$ cat src/cfs_regs_map.svh
// Register offsets, field positions and reset values of the fault flags.
`ifndef CFS_REGS_MAP_SVH
`define CFS_REGS_MAP_SVH

// ==========================================================
// Register map
`define CFS_ADDR_W 8
`define CFS_DATA_W 8
`define CFS_OFF_LATCHOFF 8'h32
`define CFS_OFF_DSFAULT 8'h33

// ==========================================================
// Field layout
`define CFS_NUM_CH 4
`define CFS_FLAG_LSB 0
`define CFS_FLAG_MSB 3
`define CFS_RSVD_LSB 4
`define CFS_RSVD_MSB 7

// ==========================================================
// Reset values
`define CFS_RST_LATCHOFF 4'h0
`define CFS_RST_DSFAULT 4'h0
`define CFS_RST_RDATA 8'h00

`endif

$ cat src/cfs_pkg.sv
// Types shared by the channel fault status logic.
package cfs_pkg;

    // One bit per output channel.
    typedef logic [3:0] cfs_chan_t;

    // Register data word as seen by the serial link.
    typedef logic [7:0] cfs_byte_t;

    // Kind of register access requested by the serial front end.
    typedef enum logic [1:0] {
        CFS_ACC_NONE,
        CFS_ACC_READ,
        CFS_ACC_READCLR
    } cfs_acc_t;

endpackage

$ cat src/cfs_status_regs.sv
// Latch-off and drain-source fault flag registers of a four channel driver.
//
// What this block does
// RULE1 - Latch-off flags: bits 3..0 read-only, bits 7..4 zero, reset 0.
// RULE2 - Power-limit or overtemperature latch-off sets the channel's flag.
// RULE3 - A latchoff_timer_config write clears its channel's latch-off flag.
// RULE4 - A software reset clears every latch-off flag.
// RULE5 - Turn-off sets the drain-source flag if the drop is over threshold.
// RULE6 - A drain-source flag holds until that channel's next turn-off or a read-and-clear.
// RULE7 - Read-and-clear returns the drain-source flags and then clears them.
// RULE8 - A drain-source flag of one means high drop seen, zero means none.
// RULE9 - Hardware events do not update status while chip_select_n is low.
// RULE10 - Any set latch-off flag shows in the global status byte.
`include "cfs_regs_map.svh"
`timescale 1ns/100ps
`default_nettype none

module cfs_status_regs
    import cfs_pkg::*;
(
    input wire logic clk,
    input wire logic reset,
    // Chip select pin of the serial link, low during a frame.
    input wire logic chipSelectN,
    // Register access from the serial front end, same clock.
    input wire cfs_acc_t regAccess,
    input wire logic [`CFS_ADDR_W-1:0] regAddr,
    // One pulse per channel when its timer configuration is written.
    input wire cfs_chan_t timerConfigWrite,
    input wire logic softReset,
    // Protection and control events, one-cycle pulses, same clock.
    input wire cfs_chan_t latchOffEvent,
    input wire cfs_chan_t commandOffEvent,
    // Overload comparator outputs, asynchronous to clk.
    input wire cfs_chan_t overloadCmp,
    output var cfs_byte_t readData,
    output logic readValid,
    output var cfs_chan_t channelLatchedOff,
    output logic globalLatchOff
);

    // ==========================================================
    // Pin synchronisers

    logic csSyncA_q;
    logic csSyncB_q;
    cfs_chan_t cmpSyncA_q;
    cfs_chan_t cmpSyncB_q;
    logic csSyncA_d;
    logic csSyncB_d;
    cfs_chan_t cmpSyncA_d;
    cfs_chan_t cmpSyncB_d;

    // The first stage feeds only the second, so metastability stays put.
    always_comb begin
        csSyncA_d = chipSelectN;
        csSyncB_d = csSyncA_q;
        cmpSyncA_d = overloadCmp;
        cmpSyncB_d = cmpSyncA_q;
    end

    // Chip select resets high so the block starts out of a frame.
    always_ff @(posedge clk or posedge reset) begin
        if (reset) begin
            csSyncA_q <= 1'b1;
            csSyncB_q <= 1'b1;
            cmpSyncA_q <= 4'h0;
            cmpSyncB_q <= 4'h0;
        end else begin
            csSyncA_q <= csSyncA_d;
            csSyncB_q <= csSyncB_d;
            cmpSyncA_q <= cmpSyncA_d;
            cmpSyncB_q <= cmpSyncB_d;
        end
    end

    // ==========================================================
    // Event qualification

    logic frozen;
    logic hitLatch;
    logic hitFault;
    logic isRead;
    logic faultReadClr;
    cfs_chan_t turnOff;
    cfs_chan_t evalNow;
    cfs_chan_t latchSetNow;
    // Parked latch-off events, registered in the latch-off section below.
    cfs_chan_t pendLatch_q;

    // Hardware events are held off for the whole frame; a turn-off that
    // lands inside a frame is not seen by the drain-source flags.
    always_comb begin
        frozen = ~csSyncB_q; // [RULE9]
        hitLatch = (regAddr == `CFS_OFF_LATCHOFF);
        hitFault = (regAddr == `CFS_OFF_DSFAULT);
        isRead = (regAccess == CFS_ACC_READ) ||
                 (regAccess == CFS_ACC_READCLR);
        faultReadClr = (regAccess == CFS_ACC_READCLR) && hitFault;
        turnOff = latchOffEvent | commandOffEvent;
        evalNow = frozen ? 4'h0 : turnOff; // [RULE9]
        latchSetNow = frozen ? 4'h0 : (latchOffEvent | pendLatch_q);
    end

    // ==========================================================
    // Latch-off flags

    cfs_chan_t pendLatch_d;
    cfs_chan_t latchFlags_q;
    cfs_chan_t latchFlags_d;
    logic anyLatch_q;
    logic anyLatch_d;

    // A latch-off that happens during a frame is parked and posted when
    // chip select rises, since the channel stays off and must be seen.
    // A latch event wins over a timer write in the same cycle.
    always_comb begin
        pendLatch_d = frozen ? (pendLatch_q | latchOffEvent) : 4'h0;
        latchFlags_d = latchFlags_q & ~timerConfigWrite; // [RULE3]
        latchFlags_d = latchFlags_d | latchSetNow; // [RULE2]
        if (softReset) begin
            pendLatch_d = 4'h0;
            latchFlags_d = `CFS_RST_LATCHOFF; // [RULE4]
        end
        anyLatch_d = |latchFlags_d; // [RULE10]
    end

    // Flags and the global summary share one next value, so they agree.
    always_ff @(posedge clk or posedge reset) begin
        if (reset) begin
            pendLatch_q <= 4'h0;
            latchFlags_q <= `CFS_RST_LATCHOFF; // [RULE1]
            anyLatch_q <= 1'b0;
        end else begin
            pendLatch_q <= pendLatch_d;
            latchFlags_q <= latchFlags_d;
            anyLatch_q <= anyLatch_d;
        end
    end

    // ==========================================================
    // Drain-source fault flags

    cfs_chan_t dsFlags_q;
    cfs_chan_t dsFlags_d;

    // Each turn-off outside a frame re-evaluates the channel: one means high drop, zero
    // means none. A detection in the read-clear cycle survives the clear.
    always_comb begin
        dsFlags_d = faultReadClr ? 4'h0 : dsFlags_q; // [RULE7]
        for (int i = 0; i < `CFS_NUM_CH; i++) begin
            if (evalNow[i]) begin
                dsFlags_d[i] = cmpSyncB_q[i]; // [RULE5] [RULE8]
            end
        end
    end

    // Between turn-offs the flag only moves on a read-and-clear.
    always_ff @(posedge clk or posedge reset) begin
        if (reset) begin
            dsFlags_q <= `CFS_RST_DSFAULT;
        end else begin
            dsFlags_q <= dsFlags_d; // [RULE6]
        end
    end

    // ==========================================================
    // Read port

    cfs_byte_t readData_q;
    cfs_byte_t readData_d;
    logic readValid_q;
    logic readValid_d;

    // Reads return the value before any clear; upper bits and unmapped
    // addresses read as zero.
    always_comb begin
        readData_d = `CFS_RST_RDATA;
        readValid_d = isRead;
        if (isRead && hitLatch) begin
            readData_d[`CFS_FLAG_MSB:`CFS_FLAG_LSB] = latchFlags_q; // [RULE1]
        end else if (isRead && hitFault) begin
            readData_d[`CFS_FLAG_MSB:`CFS_FLAG_LSB] = dsFlags_q; // [RULE7]
        end
    end

    // Data is held between reads so the shifter may sample it late.
    always_ff @(posedge clk or posedge reset) begin
        if (reset) begin
            readData_q <= `CFS_RST_RDATA;
            readValid_q <= 1'b0;
        end else begin
            readValid_q <= readValid_d;
            if (isRead) begin
                readData_q <= readData_d;
            end
        end
    end

    // Outputs come straight from the registers.
    assign readData = readData_q;
    assign readValid = readValid_q;
    assign channelLatchedOff = latchFlags_q;
    assign globalLatchOff = anyLatch_q;

    cfs_chan_t latchEvt;
    cfs_chan_t timerOnly;
    cfs_chan_t evalCmp;

    // Helper terms sampled by the checks below.
    always_comb begin
        latchEvt = frozen ? 4'h0 : latchOffEvent;
        timerOnly = timerConfigWrite & ~latchOffEvent & ~pendLatch_q;
        evalCmp = evalNow & cmpSyncB_q;
    end
endmodule // cfs_status_regs

`default_nettype wire

$ cat config.mk
export PLATFORM = sky130hd
export DESIGN_NAME = cfs_status_regs
export DESIGN_NICKNAME = d
export VERILOG_FILES = /design/src/cfs_pkg.sv /design/src/cfs_status_regs.sv
export VERILOG_INCLUDE_DIRS = /design/src
export SDC_FILE = /design/constraint.sdc
export NUM_CORES = 1
export LEC_CHECK = 0
export BUFFER_PORTS_ARGS = -buffer_cell sky130_fd_sc_hd__buf_2
export CAP_MARGIN = 20
export CORE_ASPECT_RATIO = 0.75
export CORE_MARGIN = 2
export CORE_UTILIZATION = 46
export CTS_CLUSTER_DIAMETER = 100
export DETAILED_ROUTE_END_ITERATION = 12
export PLACE_DENSITY = 0.86
export SYNTH_ARGS = -nofsm -noshare
export SYNTH_HDL_FRONTEND = slang
export SYNTH_SLANG_ARGS = --single-unit
export TNS_END_PERCENT = 50
$ cat constraint.sdc
create_clock -name clk -period 1.2 [get_ports clk]
set_input_delay 0.06 -clock clk [delete_from_list [all_inputs] [get_ports clk]]
set_output_delay 0.06 -clock clk [all_outputs]
set_load 0.01 [all_outputs]
# Word level (Yosys, flattened, before mapping)
# Cells that the tools add are included.
# word_totals
reg_bits,28
latchBits,0
mem_bits_rw,0
rom_bits,0
input_bits,30
out_inout_bits,14
elab_cells,43
n_memories,0
# op_classes
addsub,0
multipliers,0
div,0
magnitude_cmp,0
eq_ne,4
shift,0
n_mux,12
n_bitwise,5
n_reduce_logical,9
# op_table
op,count
$mux 4,8
$eq 8x6->1 const B,2
$or 4x4->4,3
$reduce_bool 2->1,4
$and 4x4->4,1
$mux 1,4
$not 4->4,1
$reduce_or 4->1,1
$logic_and 1x1->1,3
$eq 2x1->1 const B,1
$eq 2x2->1 const B,1
$logic_or 1x1->1,1

# Logic depth before layout (Yosys ltp)
# Gate-level depths: netlist (run 1).
# logic_depth
ltp_word,5
mapped_depth,5
mapped_depth_nobuf,4

# Least setup slack after synthesis (run 1)
# OpenSTA, ideal clock, no wires.
# synth_timing
path_type,register to register
start,register csSyncB_q
end,"register anyLatch_q, in the netlist globalLatchOff"
setup_time_ns,0.072
t_arrival_ns,0.891
required_ns,1.128
setup_slack_ns,0.237
stages_incl_launch_ff,4
path_buffers,0
period_less_slack_ns,0.963
path_cell_list,dfstp_2 nand2b_4 a2bb2oi_1 nand4b_1
# synth_via
elab_chain_len,4
# synth_rtl
element,line_no,rtl
"start, declared",cfs_status_regs.sv:46,logic csSyncB_q;
"start signal, assigned",cfs_status_regs.sv:71,csSyncB_q <= csSyncB_d;
$mux 4,cfs_status_regs.sv:102,latchSetNow = frozen ? 4'h0 : (latchOffEvent | pendLatch_q);
$or 4x4->4,cfs_status_regs.sv:120,latchFlags_d = latchFlags_d | latchSetNow;
$mux 4,cfs_status_regs.sv:121,if (softReset) begin
$reduce_or 4->1,cfs_status_regs.sv:125,anyLatch_d = |latchFlags_d;
via anyLatch_d,cfs_status_regs.sv:112,logic anyLatch_d;
"end signal, assigned",cfs_status_regs.sv:137,anyLatch_q <= anyLatch_d;
"end, declared",cfs_status_regs.sv:111,logic anyLatch_q;
# The timed path passes the listed nets, and every way through them passes these cells.
# A chain may end at the register's enable or synchronous reset.

# Worst setup path in the final report (run 1)
# Same ends and word-level chain as after synthesis.

==> impl_results.md, run 1 <==
- Most frequent cells in the layout: 39 x buf_2, 26 x dfrtp_1, 11 x inv_1
- Die H: 46.66 um
- Cell variety after synth: 24
- Area grow syn2layout: 29.48%
- Worst-Skew Late Latency: 320 ps
- CP endpoint kind: flip-flop
- Placed cell count: 163
- Setup violators final: 0
- DIE WIDTH: 60.88 um
- Syn_area_per_cell: 12.00 um^2
- Iteration-0 DRC Markers: 18
- Full die area: 2840 um^2
- Std cell rows: 15
- Max VDD drop: 0.7568 mV
- Critical R2R Launch: csSyncB_q
- Post CTS Setup Buffer Count: 0
- CP Launch Type: flip-flop
- Gr ovfl total: 0
- Critical Path AT: 1320 ps
- Sequential fraction of the synthesis area: 0.6300
- Worst clock skew: 4.479 ps
- Hold_buf cts: 7
- Via/cell ratio: about 4.7
- Setup TNS: 0 ps
- RSZ-0062 raised after global routing: false
- Worst Reg-to-Reg Cells: 3
- Yosys reg bits: 28
- Largest net degree at the start of global routing: 29
- Start point of the critical path: csSyncB_q
- Post-Place Cell Area: 1323 um^2
- Initial core utilization: 0.4874
- FF-to-FF End: globalLatchOff
- Clock buffer depth: 2
- Total CTS buffers: 3
- ANT nets after route: 0
- Worst endpoint required time: 1470 ps
- CP peak stage delay: 650 ps
- Vias: 814
- H-tree depth: 1
- N_diodes: 0
- Fin Hold WS: 16.43 ps
- Syn Inst Count: between 90 and 100
- IO buf count: 39
- Worst setup path category: flip-flop to flip-flop
- Util after Layout: 0.6311
- Final HPWL DP: 1672 um
- Fmax: 0.9500 GHz
- CTS tree: yes
- Core Area: between 2000 and 2500 um^2
- Cell at the slowest stage of the critical path: dfstp_2
- Clock root cell: clkbuf_4
- Post-CTS sizing: 0
- Status: finished clean
- Worst-path cell chain: nand2b_4 -> a2bb2oi_1 -> nand4b_1
- Max_cap viols: 0
- Tcrit/Tclk final: 0.8772
- DRC: 0
- Fraction of layout instances using a drive strength above 1: 0.3643
- Synth warn: 0
- # IOs: 44
- Layout Cells excl Fill: 174
- GPL Wtd Cong: 0.7416
- R2R Setup Slk: 150 ps
- Slew Limit Fails: 0
- Wire length per cell: about 12 um
- Most common cell after layout, fill and taps aside: buf_2
- First-pass GRT wire length: 3291 um
- Clk sink count: 28
- Crit path to: globalLatchOff
- Reg clk slew, reported paths: around 140 ps
- Pwr per Cell Area: 1290 nW/um^2
- Routed WL: 2151 um
- Overall Global Routing Usage: 0.1665
- Largest area contributor in the synthesized netlist: dfrtp_1
- Final min period: approximately 1100 ps
- Top cells by area, synth: dfrtp_1 58%, dfstp_2 4.7%, inv_1 3.7%
- Hold WC Path Type: primary input to flip-flop
- Pre-Repair DR Iteration Count: 4
- Initial antenna violation count: 0
- Final Hold Fails: 0
- Vias in the first global route: between 700 and 800
- Post-Layout Inst Area: 1445 um^2
- Post-Syn Area: 1116 um^2
- CP Max Fanout: 9
- Post-synth top area share: 0.5830
- NumNets Final: 172
- Static leakage: 0.7686 nW
==> area by class of cell <==
class | instances | area, um^2
Sequential cell | 28 | 703.2
Multi-Input combinational cell | 50 | 332.8
Clock inverter | 1 | 30.03
Timing Repair Buffer | 47 | 272.8
Tap cell | 34 | 42.54
Fill cell | 210 | 844.6
Inverter | 11 | 41.29
Clock buffer | 3 | 22.52
==> logic make-up (layout without fill, tap and decap cells) <==
logic type | Yosys count | count (layout) | synth area share
simple gates | 25 | 25 | 0.1323
mux | 4 | 4 | 0.03588
other cells | 1 | 4 | 0.003360
buf+inv | 18 | 62 | 0.08183
flops | 28 | 28 | 0.6300
compound gates | 16 | 16 | 0.1054
fa+ha+maj | 1 | 1 | 0.01121
==> how the worst min path moves through the flow <==
stage,start,end,slack [ps],cells past startpoint
3_5_place_dp,reset,cmpSyncA_q[3],150,3
2_1_floorplan,chipSelectN,csSyncA_q,60,0
4_1_cts,softReset,pendLatch_q[0],5,2
5_1_grt,softReset,pendLatch_q[2],10,2
6_report,softReset,pendLatch_q[2],20,2
3_3_place_gp,reset,cmpSyncA_q[2],120,3
==> critical path: cells and delay by family (launching register included) <==
kind	cells	cell delay [ps]
AND/OR/NAND/NOR	2	180
flip-flops	1	650
AO/OA/AOI/OAI	1	160
==> registers in the layout (all words and copies together) (netlist names) <==
signal             cells
channelLatchedOff      4
cmpSyncA_q             4
cmpSyncB_q             4
dsFlags_q              4
pendLatch_q            4
readData               4
csSyncA_q              1
csSyncB_q              1
globalLatchOff         1
readValid              1
==> synthesized netlist by cell type <==
cell / count
ha_1: 1
o32ai_2: 1
mux2i_1: 4
dfrtp_1: 26
and4_4: 1
buf_2: 1
a2bb2oi_1: 3
and4bb_1: 1
nand2b_4: 1
nand2_1: 8
conb_1: 1
nor3_1: 4
inv_1: 11
buf_4: 4
nand2_2: 1
o21ai_1: 4
buf_6: 1
nand4b_1: 1
dfstp_2: 2
o22ai_1: 4
o31ai_1: 4
nor2_1: 7
clkbuf_1: 1
nor3b_4: 1
==> per-stage QoR <==
step	setup WS [ps]	total power, mW
floorplan	237.1	1.176
global placement	214.4	1.251
detailed placement	178.7	1.263
CTS	138.0	1.880
global route	64.46	1.948
finish	147.4	1.865
==> report_power, final <==
group	switching (mW)	leakage, nW	total (mW)	internal, mW
logic	0.115	0.392	0.227	0.111
registers	0.0311	0.349	1.03	1.00
clock network	0.267	0.0279	0.605	0.338
==> layer usage <==
layer,part of all wire,GRT usage,vias up
met3,0.045,0.05056,2
met5,0,0,-
met2,0.54,0.3075,24
met4,0.0056,0.03913,0
met1,0.40,0.1900,390
li1,-,-,398
Note: power is estimated with default switching activity, not from simulation.
==> inputs of run 2 (changes only) <==
--- a/config.mk
+++ b/config.mk
@@ -6,14 +6,15 @@
 export SDC_FILE = /design/constraint.sdc
 export NUM_CORES = 1
 export LEC_CHECK = 0
-export BUFFER_PORTS_ARGS = -buffer_cell sky130_fd_sc_hd__buf_2
 export CAP_MARGIN = 20
 export CORE_ASPECT_RATIO = 0.75
 export CORE_MARGIN = 2
-export CORE_UTILIZATION = 46
+export CORE_UTILIZATION = 30
 export CTS_CLUSTER_DIAMETER = 100
 export DETAILED_ROUTE_END_ITERATION = 12
-export PLACE_DENSITY = 0.86
+export DONT_BUFFER_PORTS = 1
+export PLACE_DENSITY = 0.54
+export REMOVE_ABC_BUFFERS = 1
 export SYNTH_ARGS = -nofsm -noshare
 export SYNTH_HDL_FRONTEND = slang
 export SYNTH_SLANG_ARGS = --single-unit
==> impl_results.md, run 2 (synthesis results as in run 1) <==
- Critical Path AT: 1280 ps
- Clock root cell: clkbuf_8
- Routed WL: 2052 um
- Cell at the slowest stage of the critical path: dfstp_2
- GPL Wtd Cong: 0.8387
- Critical R2R Launch: csSyncB_q
- Reg clk slew, reported paths: 90 ps
- Final WS setup: 122.7 ps
- Post CTS Setup Buffer Count: 0
- Worst endpoint required time: ~1400 ps
- Full die area: 4229 um^2
- CP Max Fanout: 9
- Initial core utilization: 0.3089
- Gr ovfl total: 0
- Via/cell ratio: 4.331
- Post-Place Cell Area: 1150 um^2
- Final HPWL DP: about 1600 um
- R2R Setup Slk: 120 ps
- Max VDD drop: between 0.7 and 0.8 mV
- Clock buffer depth: 2
- Setup TNS: 0 ps
- Area grow syn2layout: 16.59%
- Tcrit/Tclk final: 0.8978
- Util after Layout: 0.3601
- Tot Pwr: 1.916 mW
- Final min period: approximately 1100 ps
- Max_cap viols: 0
- Status: finished clean
- Std cell rows: 19
- Start point of the critical path: csSyncB_q
- IO buf count: 0
- DRC: 0
- Wire length per cell: 13.32 um
- CP Launch Type: flip-flop
- Vias in the first global route: 685
- N_diodes: 0
- Largest net degree at the start of global routing: 29
- Hold WC Path Type: primary input to flip-flop
- Worst-Skew Late Latency: 270 ps
- CP endpoint kind: flip-flop
- Slew Limit Fails: 0
- Most frequent cells in the layout: 26 x dfrtp_1, 11 x inv_1, 8 x nand2_1, 8 x dlygate4sd3_1, 7 x nor2_1
- Post-Layout Inst Area: about 1300 um^2
- CTS tree: yes
- Overall Global Routing Usage: 0.1106
- Clk sink count: 28
- Pwr per Cell Area: 1473 nW/um^2
- CP peak stage delay: 640 ps
- RSZ-0062 raised after global routing: false
- First-pass GRT wire length: 3498 um
- Pre-Repair DR Iteration Count: 4
- Total CTS buffers: 3
- Worst setup path category: flip-flop to flip-flop
- Initial antenna violation count: 0
- Crit path to: globalLatchOff
- Vias: 667
- Final Hold Fails: 0
- Setup violators final: 0
- Iteration-0 DRC Markers: 44
- Pre-CTS WS: between 100 and 150 ps
- DIE WIDTH: approximately 74 um
- Most common cell after layout, fill and taps aside: dfrtp_1
- H-tree depth: 1
- Worst-path cell chain: nand2b_4 -> a2bb2oi_1 -> nand4b_1
- Fmax: 0.9282 GHz
- ANT nets after route: 0
- Static leakage: roughly 0.62 nW
- # IOs: 44
- FF-to-FF End: globalLatchOff
- Worst clock skew: 3.703 ps
- Fraction of layout instances using a drive strength above 1: 0.1176
- Die H: about 57 um
- Worst Reg-to-Reg Cells: 3
- Core Area: 3613 um^2
- NumNets Final: 134
## run 2: cell count changes in the layout (fill, tap and decap cells not counted)
cell and delta:
dlygate4sd3_1 +1, clkbuf_4 -3, buf_2 -39, clkbuf_8 +3
## run 2: through the flow
step / instances / hold slack, ps
after floorplan: 89 / 64.48
final: 154 / 9.885
after global placement: 142 / 28.87
after CTS: 154 / 5.074
after detailed placement: 142 / 36.27
after global routing: 154 / 6.577
## run 2: critical path, delay by kind of cell (launching register included)
family	cells	cell delay, ps
compound gates	1	170
flops	1	640
simple gates	2	210
## run 2: cell type report
cell class / instances / area (um^2)
Clock buffer: 3 / 41.29
Clock inverter: 1 / 30.03
Fill cell: 368 / 2312
Inverter: 11 / 41.29
Multi-Input combinational cell: 50 / 332.8
Sequential cell: 28 / 703.2
Tap cell: 52 / 65.06
Timing Repair Buffer: 9 / 87.58
## run 2: worst min path at each step
| stage | slack, ps | end | depth (start not counted) | startpoint |
|---|---|---|---|---|
| 5_1_grt | 7 | channelLatchedOff[2] | 2 | softReset |
| 2_1_floorplan | 60 | csSyncA_q | 0 | chipSelectN |
| 6_report | 10 | channelLatchedOff[2] | 2 | softReset |
| 3_5_place_dp | 40 | cmpSyncA_q[2] | 2 | reset |
| 3_3_place_gp | 30 | pendLatch_q[1] | 2 | reset |
| 4_1_cts | 5 | dsFlags_q[3] | 3 | commandOffEvent[3] |
## run 2: power breakdown
| part | total, mW | switching, mW | internal, mW |
|---|---|---|---|
| Combinational | 0.150 | 0.0801 | 0.0701 |
| Sequential | 1.05 | 0.0438 | 1.00 |
| Clock | 0.721 | 0.275 | 0.446 |
| Total | 1.92 | 0.398 | 1.52 |
## run 2: layer usage
metal | wire length, um | up-vias | GRT usage
li1 | - | 322 | -
met1 | 929 | 312 | 0.1506
met2 | 867 | 31 | 0.1454
met3 | 250 | 2 | 0.07361
met4 | 4 | 0 | 0.02296
met5 | 0 | - | 0
## run 2: repair_timing
action	in CTS	in global routing
hold endpoints to repair	36	0
resized for setup	0	0
hold buffers	8	0
==> inputs of run 3 (changes only) <==
--- a/config.mk
+++ b/config.mk
@@ -13,6 +13,7 @@
 export CTS_CLUSTER_DIAMETER = 100
 export DETAILED_ROUTE_END_ITERATION = 12
 export DONT_BUFFER_PORTS = 1
+export GPL_TIMING_DRIVEN = 0
 export PLACE_DENSITY = 0.54
 export REMOVE_ABC_BUFFERS = 1
 export SYNTH_ARGS = -nofsm -noshare
==> impl_results.md, run 3 (synthesis results as in run 1) <==
- Status: finished clean
- N_diodes: 0
- Setup violators final: 0
- Clock buffer depth: 2
- Worst endpoint required time: 1400 ps
- IO buf count: 0
- Cell at the slowest stage of the critical path: dfstp_2
- Worst-path cell chain: nand2b_4 -> a2bb2oi_1 -> nand4b_1
- Util after Layout: 0.3684
- Most common cell after layout, fill and taps aside: dfrtp_1
- Clock root cell: clkbuf_8
- Overall Global Routing Usage: 0.1053
- Max VDD drop: between 0.9 and 1 mV
- Worst setup path category: flip-flop to flip-flop
- Routed WL: around 2100 um
- Fmax: 0.9399 GHz
- Worst path bufs/invs: 0
- Iteration-0 DRC Markers: 10
- Max_cap viols: 0
- Final Hold Fails: 0
- Tot Pwr: 1.934 mW
- Vias in the first global route: 700
- Final min period: about 1100 ps
- NumNets Final: 135
- CP Launch Type: flip-flop
- Reg clk slew, reported paths: 90 ps
- Top cell family by delay on the critical path: flip-flops
- Static leakage: roughly 0.63 nW
- CTS tree: yes
- Gr ovfl total: 0
- Largest net degree at the start of global routing: 29
- CP peak stage delay: 640 ps
- Via/cell ratio: 4.297
- CP Max Fanout: 9
- Worst clock skew: just over 4 ps
- Hold WC Path Type: primary input to flip-flop
- Pwr per Cell Area: approximately 1500 nW/um^2
- Most frequent cells in the layout: 26 x dfrtp_1, 11 x inv_1, 9 x dlygate4sd3_1
- Final HPWL DP: ~1600 um
- Pre-Repair DR Iteration Count: 4
- Full die area: between 4000 and 5000 um^2
- DRC: 0
- First-pass GRT wire length: around 3400 um
- # IOs: 44
- Die H: between 50 and 60 um
- Clk sink count: 28
- Initial antenna violation count: 0
- RSZ-0062 raised after global routing: false
- Setup TNS: 0 ps
- Total CTS buffers: 3
- DIE WIDTH: approximately 74 um
- Fraction of layout instances using a drive strength above 1: 0.1165
- Worst-Skew Late Latency: 270 ps
- GPL Wtd Cong: 0.7527
- Area grow syn2layout: 19.28%
- CP endpoint kind: flip-flop
- Vias: about 670
- Initial core utilization: 0.3089
- Slew Limit Fails: 0
- H-tree depth: 1
- Tcrit/Tclk final: 0.8866
- Wire length per cell: 13.54 um
- ANT nets after route: 0
- Critical Path AT: 1270 ps
- Core Area: 3613 um^2
- Std cell rows: 19
## run 3: metal layers
| metal | wire (um) | GRT usage | vias up | part of all wire |
|---|---|---|---|---|
| li1 | - | - | 324 | - |
| met1 | 926 | 0.1345 | 309 | 0.44 |
| met2 | 905 | 0.1568 | 33 | 0.43 |
| met3 | 267 | 0.07361 | 0 | 0.13 |
| met4 | 0 | 0 | 0 | 0 |
| met5 | 0 | 0 | - | 0 |
## run 3: worst register-to-register path: cells and delay by family (launching register included)
kind,cells,cell delay (ps)
DFF,1,640
and+or+nand+nor,2,210
AOI/OAI and AO/OA,1,160
## run 3: area by class of cell
type / instances / area, um^2
clock buffer: 3 / 41.29
clock inverter: 1 / 30.03
fill: 366 / 2282
inverter: 11 / 41.29
multi-input combinational: 50 / 332.8
sequential: 28 / 703.2
tap: 52 / 65.06
timing repair buffer: 10 / 117.6
## run 3: final timing paths
path                                   from              to  slack [ps]  depth (start not counted)
setup / recovery                  csSyncB_q  globalLatchOff         140                          3
hold / removal             latchOffEvent[0]  pendLatch_q[0]         0.8                          2
setup reg to reg                  csSyncB_q  globalLatchOff         140                          3
hold reg to reg               cmpSyncA_q[2]   cmpSyncB_q[2]         360                          0
max in group asynchronous             reset       readValid         510                          3
min in group asynchronous             reset   cmpSyncA_q[2]         240                          2
## run 3: repair_timing
action | 4_1_cts | 5_1_grt
resized for setup | 0 | 0
buffers inserted | 0 | 0
setup endpoints to repair | 0 | 0
hold endpoints to repair | 36 | 0
hold buffers | 9 | 0
## run 3: stage by stage
step | instance area (um^2) | worst slack (ps) | instances | hold WS, ps
CTS | 1304 | 4.889 | 154 | 1.663
floorplan | 1077 | 237.1 | 89 | 64.48
global route | 1331 | 50.80 | 155 | 9.428
global placement | 1142 | 157.9 | 141 | 64.55
finish | 1331 | 136.1 | 155 | 0.8088
detailed placement | 1142 | 151.3 | 141 | 64.54
## run 3: power breakdown
| group | internal (mW) | switching [mW] | total (mW) |
|---|---|---|---|
| registers | 1.00 | 0.0436 | 1.05 |
| clock network | 0.446 | 0.283 | 0.729 |
| logic | 0.0790 | 0.0803 | 0.159 |
| total | 1.53 | 0.407 | 1.93 |
